File: src/include/fsc_pkg.sv
// Purpose: shared constants for the fiber status and control registers
// Assumes: 100 MHz clock, 16-bit register data
// Notes: offsets are register indices on the plain register port
package fsc_pkg;
  // ----------------------------------------
  // register map
  // ----------------------------------------
  localparam int         ADDR_W      = 5;
  localparam int         DATA_W      = 16;
  localparam logic [4:0] EXT_CAP_OFS = 5'h0f;
  localparam logic [4:0] CTRL1_OFS   = 5'h10;
  // ----------------------------------------
  // field positions
  // ----------------------------------------
  localparam int EXT_X_FD_BIT   = 15;
  localparam int EXT_X_HD_BIT   = 14;
  localparam int BLK_EXT_BIT    = 13;
  localparam int RSV12_BIT      = 12;
  localparam int CRS_TX_BIT     = 11;
  localparam int FORCE_LINK_BIT = 10;
  localparam int LOOP_TYPE_BIT  = 8;
  localparam int RF_FAST_BIT    = 5;
  localparam int RF_STD_BIT     = 4;
  localparam int IRQ_POL_BIT    = 2;
  // ----------------------------------------
  // reset values and masks
  // ----------------------------------------
  localparam logic [15:0] CTRL1_RST   = 16'h400c;
  localparam logic [15:0] CTRL1_WMASK = 16'hfffc;
  localparam logic [15:0] CTRL1_SWUPD = 16'h10c8;
  localparam logic [1:0]  MODE_FX     = 2'h0;
  // ----------------------------------------
  // receive symbols
  // ----------------------------------------
  localparam logic [7:0] RXD_IDLE     = 8'h00;
  localparam logic [7:0] RXD_CEXT     = 8'h0f;
  localparam logic [7:0] RXD_CEXT_ERR = 8'h1f;
  // ----------------------------------------
  // timing
  // ----------------------------------------
  localparam int CLK_KHZ     = 100000;
  localparam int RF_FAST_MS  = 2;
  localparam int RF_STD_MS   = 20;
  localparam int RF_FAST_CYC = RF_FAST_MS * CLK_KHZ;
  localparam int RF_STD_CYC  = RF_STD_MS * CLK_KHZ;
  localparam int RF_CNT_W    = 21;
  localparam int LOOP_W      = 10;
  // ----------------------------------------
  // remote fault timer states
  // ----------------------------------------
  typedef enum logic [1:0] {
    RF_IDLE = 2'b00,
    RF_WAIT = 2'b01,
    RF_SIG  = 2'b10
  } fsc_rf_state_t;
endpackage

File: src/logic/fsc_rf_timer.sv
// Purpose: remote fault indication delay timer
// Assumes: fault is synchronous, counts at least 2
// Notes: fast enable wins when both enables are set
`timescale 1ns/1ps
`default_nettype none
module fsc_rf_timer
  import fsc_pkg::*;
#(
  parameter int unsigned FAST_CYC = RF_FAST_CYC,
  parameter int unsigned STD_CYC  = RF_STD_CYC,
  parameter int          CNT_W    = RF_CNT_W
) (
  input  wire logic clk,
  input  wire logic rst_n,
  input  wire logic ce,
  input  wire logic fault,
  input  wire logic fast_en,
  input  wire logic std_en,
  output logic      rf_ind
);
  localparam logic [CNT_W-1:0] FAST_LIM = CNT_W'(FAST_CYC - 1);
  // fast stays inside its span, standard waits the full span
  localparam logic [CNT_W-1:0] STD_LIM  = CNT_W'(STD_CYC);

  fsc_rf_state_t    st_q;
  fsc_rf_state_t    st_d;
  logic [CNT_W-1:0] cnt_q;
  logic [CNT_W-1:0] lim;
  logic             armed;

  // ----------------------------------------
  // limit select
  // ----------------------------------------
  assign armed = fast_en | std_en;
  assign lim   = fast_en ? FAST_LIM : STD_LIM;

  always_comb begin
    st_d = st_q;
    unique case (st_q)
      RF_IDLE: if (fault && armed) st_d = RF_WAIT;
      RF_WAIT: begin
        if (!fault || !armed) st_d = RF_IDLE;
        else if (cnt_q == lim) st_d = RF_SIG;
      end
      RF_SIG: if (!fault || !armed) st_d = RF_IDLE;
      default: st_d = RF_IDLE;
    endcase
  end

  always_ff @(posedge clk or negedge rst_n) begin
    if (!rst_n) begin
      st_q <= RF_IDLE;
    end else if (ce) begin
      st_q <= st_d;
    end
  end

  always_ff @(posedge clk or negedge rst_n) begin
    if (!rst_n) begin
      cnt_q <= '0;
    end else if (ce) begin
      cnt_q <= (st_q == RF_WAIT) ? cnt_q + 1'b1 : CNT_W'(1);
    end
  end

  always_ff @(posedge clk or negedge rst_n) begin
    if (!rst_n) begin
      rf_ind <= 1'b0;
    end else if (ce) begin
      rf_ind <= (st_d == RF_SIG);
    end
  end
endmodule // fsc_rf_timer
`default_nettype wire

File: src/logic/fsc_regs.sv
// Purpose: fiber extended capability and control register logic
// Assumes: all inputs synchronous to CLK
// Notes: plain register port, read data one cycle after strobe
//
// Contract
// - Extended capability 1000BASE-X duplex bits read 0 in mode 00, else 1.
// - Extended capability 1000BASE-T bits and low reserved field read 0.
// - Blocking on in full duplex turns carrier extension symbols to idle.
// - Transmit carrier sense bit asserts CRS while sending, not in full duplex.
// - Force link good bypasses link monitoring and holds link up.
// - Loopback type 0 loops through the PCS path, 1 loops raw 10-bit groups.
// - Fast remote fault enable signals the fault within 2 ms.
// - Standard remote fault enable signals the fault after 20 ms.
// - Read-only mode field mirrors the programmed operating mode.
//
// Strobed register access was left to the implementer.
`timescale 1ns/1ps
`default_nettype none
module fsc_regs
  import fsc_pkg::*;
#(
  parameter int unsigned FAST_CYC = RF_FAST_CYC,
  parameter int unsigned STD_CYC  = RF_STD_CYC
) (
  input  wire logic              CLK,
  input  wire logic              RST_N,
  input  wire logic              CE,
  input  wire logic [ADDR_W-1:0] ADDR,
  input  wire logic [DATA_W-1:0] WR_DATA,
  input  wire logic              WR_EN,
  input  wire logic              RD_EN,
  output logic      [DATA_W-1:0] RD_DATA,
  input  wire logic              SOFT_RST,
  input  wire logic [1:0]        MODE_SEL,
  input  wire logic              FULL_DUPLEX,
  input  wire logic [7:0]        RXD_IN,
  input  wire logic              RX_DV_IN,
  input  wire logic              RX_ER_IN,
  output logic      [7:0]        RXD_OUT,
  output logic                   RX_DV_OUT,
  output logic                   RX_ER_OUT,
  input  wire logic              TX_EN,
  input  wire logic              RX_CRS_IN,
  output logic                   CRS_OUT,
  input  wire logic              LINK_MON_IN,
  output logic                   LINK_UP,
  input  wire logic              LOOP_EN,
  input  wire logic [LOOP_W-1:0] PCS_LOOP_CODE,
  input  wire logic [LOOP_W-1:0] RAW_TX_CODE,
  output logic      [LOOP_W-1:0] LOOP_CODE,
  output logic                   LOOP_RAW,
  input  wire logic              FAULT_IN,
  output logic                   RF_IND_OUT,
  input  wire logic              IRQ_EVENT,
  output logic                   IRQ_PIN_N
);
  logic [15:0] ctrl_q;
  logic [15:0] ctrl_d;
  logic [15:0] ext_val;
  logic [15:0] ctrl_val;
  logic [15:0] rdata_d;
  logic        cext_sym;
  logic        blk_now;

  // ----------------------------------------
  // control register
  // ----------------------------------------
  always_comb begin
    ctrl_d = ctrl_q;
    if (WR_EN && ADDR == CTRL1_OFS) begin
      ctrl_d = WR_DATA & CTRL1_WMASK;
    end
    if (SOFT_RST) begin
      ctrl_d = (ctrl_d & ~CTRL1_SWUPD) | (CTRL1_RST & CTRL1_SWUPD);
    end
  end

  always_ff @(posedge CLK or negedge RST_N) begin
    if (!RST_N) begin
      ctrl_q <= CTRL1_RST;
    end else if (CE) begin
      ctrl_q <= ctrl_d;
    end
  end

  // ----------------------------------------
  // read path
  // ----------------------------------------
  always_comb begin
    ext_val = '0;
    ext_val[EXT_X_FD_BIT] = (MODE_SEL != MODE_FX);
    ext_val[EXT_X_HD_BIT] = (MODE_SEL != MODE_FX);
  end

  assign ctrl_val = {ctrl_q[15:2], MODE_SEL};

  always_comb begin
    rdata_d = '0;
    if (RD_EN) begin
      unique case (ADDR)
        EXT_CAP_OFS: rdata_d = ext_val;
        CTRL1_OFS:   rdata_d = ctrl_val;
        default:     rdata_d = '0;
      endcase
    end
  end

  always_ff @(posedge CLK or negedge RST_N) begin
    if (!RST_N) begin
      RD_DATA <= '0;
    end else if (CE) begin
      RD_DATA <= rdata_d;
    end
  end

  // ----------------------------------------
  // receive carrier extension filter
  // ----------------------------------------
  assign cext_sym = !RX_DV_IN && RX_ER_IN &&
                    (RXD_IN == RXD_CEXT || RXD_IN == RXD_CEXT_ERR);
  assign blk_now  = ctrl_q[BLK_EXT_BIT] && FULL_DUPLEX && cext_sym;

  always_ff @(posedge CLK or negedge RST_N) begin
    if (!RST_N) begin
      RXD_OUT   <= RXD_IDLE;
      RX_DV_OUT <= 1'b0;
      RX_ER_OUT <= 1'b0;
    end else if (CE) begin
      RXD_OUT   <= blk_now ? RXD_IDLE : RXD_IN;
      RX_DV_OUT <= RX_DV_IN;
      RX_ER_OUT <= blk_now ? 1'b0 : RX_ER_IN;
    end
  end

  // ----------------------------------------
  // carrier sense
  // ----------------------------------------
  always_ff @(posedge CLK or negedge RST_N) begin
    if (!RST_N) begin
      CRS_OUT <= 1'b0;
    end else if (CE) begin
      CRS_OUT <= RX_CRS_IN ||
                 (TX_EN && ctrl_q[CRS_TX_BIT] && !FULL_DUPLEX);
    end
  end

  // ----------------------------------------
  // link indication
  // ----------------------------------------
  always_ff @(posedge CLK or negedge RST_N) begin
    if (!RST_N) begin
      LINK_UP <= 1'b0;
    end else if (CE) begin
      LINK_UP <= ctrl_q[FORCE_LINK_BIT] || LINK_MON_IN;
    end
  end

  // ----------------------------------------
  // loopback select
  // ----------------------------------------
  assign LOOP_RAW = ctrl_q[LOOP_TYPE_BIT];

  always_ff @(posedge CLK or negedge RST_N) begin
    if (!RST_N) begin
      LOOP_CODE <= '0;
    end else if (CE) begin
      if (!LOOP_EN) begin
        LOOP_CODE <= '0;
      end else begin
        LOOP_CODE <= LOOP_RAW ? RAW_TX_CODE : PCS_LOOP_CODE;
      end
    end
  end

  // ----------------------------------------
  // remote fault timer
  // ----------------------------------------
  fsc_rf_timer #(
    .FAST_CYC (FAST_CYC),
    .STD_CYC  (STD_CYC),
    .CNT_W    (RF_CNT_W)
  ) u_rf (
    .clk     (CLK),
    .rst_n   (RST_N),
    .ce      (CE),
    .fault   (FAULT_IN),
    .fast_en (ctrl_q[RF_FAST_BIT]),
    .std_en  (ctrl_q[RF_STD_BIT]),
    .rf_ind  (RF_IND_OUT)
  );

  // ----------------------------------------
  // interrupt pin polarity
  // ----------------------------------------
  always_ff @(posedge CLK or negedge RST_N) begin
    if (!RST_N) begin
      IRQ_PIN_N <= 1'b1;
    end else if (CE) begin
      IRQ_PIN_N <= IRQ_EVENT ^ ctrl_q[IRQ_POL_BIT];
    end
  end
endmodule // fsc_regs
`default_nettype wire

File: config.mk
export PLATFORM = sky130hd
export DESIGN_NAME = fsc_regs
export DESIGN_NICKNAME = d
export VERILOG_FILES = /design/src/include/fsc_pkg.sv /design/src/logic/fsc_rf_timer.sv /design/src/logic/fsc_regs.sv
export SDC_FILE = /design/constraint.sdc
export NUM_CORES = 1
export LEC_CHECK = 0
export ABC_AREA = 1
export BUFFER_PORTS_ARGS = -buffer_cell sky130_fd_sc_hd__buf_2
export CORE_ASPECT_RATIO = 1.5
export CORE_MARGIN = 2
export CORE_UTILIZATION = 50
export CTS_BUF_LIST = sky130_fd_sc_hd__clkbuf_2 sky130_fd_sc_hd__clkbuf_4 sky130_fd_sc_hd__clkbuf_8
export CTS_CLUSTER_DIAMETER = 30
export CTS_CLUSTER_SIZE = 20
export DETAILED_ROUTE_END_ITERATION = 16
export PLACE_DENSITY = 0.77
export SLEW_MARGIN = 20
export SYNTH_ARGS = -nofsm -noshare
export SYNTH_HDL_FRONTEND = slang
export SYNTH_SLANG_ARGS = --single-unit
File: constraint.sdc
create_clock -name CLK -period 1.99 [get_ports CLK]
set_input_delay 0.199 -clock CLK [delete_from_list [all_inputs] [get_ports CLK]]
set_output_delay 0.199 -clock CLK [all_outputs]
set_load 0.02 [all_outputs]
==> reports/summary.txt <==
clock sink total -> 77
max-slew violations -> 0
core area -> 0.00718 mm2
pwr dens -> 757 mW/mm2
Clock Skew -> 0.00731 ns
met1 wire length -> 3710 um
CP Max Fanout -> 15
most frequent cell after synthesis -> nand2_1
Critical-path top delay cell -> dfrtp_1
WHS -> 0.0363 ns
clock-pin slew on the worst setup and hold paths -> 0.08 ns
Hold Crit Start -> WR_DATA[11]
worst-path cell chain -> nor2_1, nor2_1, inv_1, o21ai_0, a22oi_1
share of the synthesized area in the top cell type -> 0.497
Post-synth ARST share -> 1.00
clk_lat worst skew -> 0.35 ns
worst-margin pin slew -> 0.708 ns
RSZ-0062 raised after global routing -> false
cell repeated most along the worst path -> nor2_1
initial antenna violation count -> 0
first-pass GRT wire length -> 14,900 um
Mapped Nets -> 518
vias in the first global route -> 3,316
FF-to-FF End -> u_rf.cnt_q[8]
diodes inserted -> 0
Initial Util -> 0.512
WL met3 -> 499 um
unique cell type count in the Yosys netlist -> 33
IO Pins -> 107
top layer in use -> met4
DRT antenna net count -> 0
max_slew headroom -> 0.524
P_leak -> 0.00228 uW
drt initial violations -> 163
area grow syn2layout -> 23.0%
post_cts resized -> 0
synth cell count leaders -> nand2_1 (129), dfrtp_1 (73), o21ai_0 (55)
clock root cell -> clkbuf_8
Worst setup EP type -> flop
Worst EP arrival -> 1.93 ns
Hold Path End -> ctrl_q[11]
layout cells sized above 1 -> 0.261
Fillers -> 621
crit path kind -> flop to flop
Reg2Reg Setup Slack -> 0.33 ns
Die Area -> 0.00806 mm2
worst-case clock buffer depth -> 2
final core utilization -> 0.629
Hold WC Path Type -> input port to flop
final setup fails -> 0
TritonCTS clock tree -> done
Final nets -> 625
sequential share of the synthesized area -> 0.526
# rows -> 38
DRC Markers -> 0
global route overflow -> 0
total CTS buffers -> 9
Req. time, crit path -> 2.26 ns
status -> finished, final reports clean
EDFF count, synth -> 0
final RePlAce weighted congestion -> 0.929
Yosys top cell by area -> dfrtp_1
Startpoint Class -> flop
maxcap violations -> 0
minimum clock period -> 1.66 ns
routed wire length -> 9120 um
Worst Hold Depth -> 3
Yosys reg bits -> 77
area of the multi-input gates -> 0.00151 mm2
Final period util -> 0.836
Fin Setup TNS -> 0 ns
met2 WL -> 4760 um
Mean Syn Cell Area -> 8.14 um2
Die Span Y -> 109 um
DP Wirelength -> 6770 um
H-tree depth -> 3
via count -> 3,367
register area -> 0.00193 mm2
Port Buffers -> 104
Power Total -> 3420 uW
largest net degree at the start of global routing -> 56
worst flop-to-flop path startpoint -> u_rf.st_q[1]
DR pass1 iterations -> 4
Vias/cell -> 5.08
Most used DFF post-synth -> dfrtp_1
VDD IR max -> 0.000584 V
Mapped Cells -> 451
Post-Syn Area -> 0.00367 mm2
achievable frequency -> 0.601 GHz
synth top area cells -> dfrtp_1 (50%), nand2_1 (13%), o21ai_0 (7.5%)
die width -> 74.0 um
Final Hold Vio Count -> 0
Total GRT Usage -> 0.241
average wire per standard cell -> 13.7 um
CP max stage delay -> 0.43 ns
worst-case reg-to-reg path depth -> 5
Ys Warns -> 0
layout make-up:
type	instances	share of cell area
clock inverters	6	0.0138
well taps	100	0.0277
clock buffers	10	0.0305
flip-flops and latches	77	0.428
multi-input cells	315	0.333
repair buffers	111	0.131
inverters	44	0.0366
per-stage QoR:
stage	instance area, um2	instances	setup slack (ns)
after global placement	4310	646	0.390
after floorplan	3670	451	0.608
after CTS	4520	663	0.314
after global routing	4520	663	0.129
final	4520	663	0.326
after detailed placement	4310	646	0.336
timing repair:
action,4_1_cts,5_1_grt
hold buffers,1,0
setup endpoints to repair,0,0
setup buffers,0,0
endpoints found under the hold margin,26,0
layer usage:
layer / global-route usage / vias up
met5: 0 / -
met3: 0.0712 / 11
met4: 0.0870 / 0
met1: 0.287 / 1565
met2: 0.408 / 103
li1: - / 1688
power breakdown:
group / internal, uW / total, uW / leakage (uW) / switching (uW)
Combinational: 164 / 468 / 0.00118 / 304
Sequential: 1670 / 1750 / 0.00100 / 83.8
Clock: 609 / 1200 / 0.0000943 / 594
critical path, delay by kind of cell (launching register included):
family,cells,cell delay [ns]
flops,1,0.43
simple gates,2,0.39
compound gates,2,0.39
buf+inv,1,0.37
registers in the layout, summed over array words and instances, names as in the netlist:
name	flops
RXD_OUT	8
u_rf.st_q	2
u_rf.cnt_q	21
IRQ_PIN_N	1
LOOP_CODE	10
ctrl_q	14
RX_ER_OUT	1
CRS_OUT	1
LINK_UP	1
u_rf.rf_ind	1
RD_DATA	16
RX_DV_OUT	1
how the worst max path moves through the flow:
stage                   from  cells after the start            end
2_1_floorplan  u_rf.cnt_q[0]                      6  u_rf.cnt_q[8]
3_3_place_gp              CE                      6  u_rf.cnt_q[8]
3_5_place_dp    u_rf.st_q[1]                      5  u_rf.cnt_q[8]
4_1_cts         u_rf.st_q[1]                      5  u_rf.cnt_q[8]
5_1_grt         u_rf.st_q[1]                      5  u_rf.cnt_q[8]
6_report        u_rf.st_q[1]                      5  u_rf.cnt_q[8]
placed cells by master (no fill, tap or decap), types with 2 or more instances in the layout:
cell        instances
buf_4               6
clkinvlp_4          3
o21ai_0            55
nor2_2              3
o31ai_1            10
inv_1              43
buf_2             103
nand4_1            10
dfstp_2             4
nor3_2              2
a31oi_1             3
clkbuf_8           10
dfrtp_1            73
nor3_1              9
nand2_1           129
nor2_1             39
nand3_1            18
clkinv_2            2
a21oi_1            14
nor2_4              3
nand4_2             2
nor4_1              3
a21o_1              2
nand2_2             4
logic make-up (layout without fill, tap and decap cells):
group           after synthesis  count (layout)  synth area share
simple gates                224             224             0.270
compound gates               89              89             0.134
flops                        77              77             0.526
buf+inv                      59             171            0.0641
fa+ha+maj                     1               1           0.00341
xor+xnor                      1               1           0.00239
(Power assumes the default switching activity.)
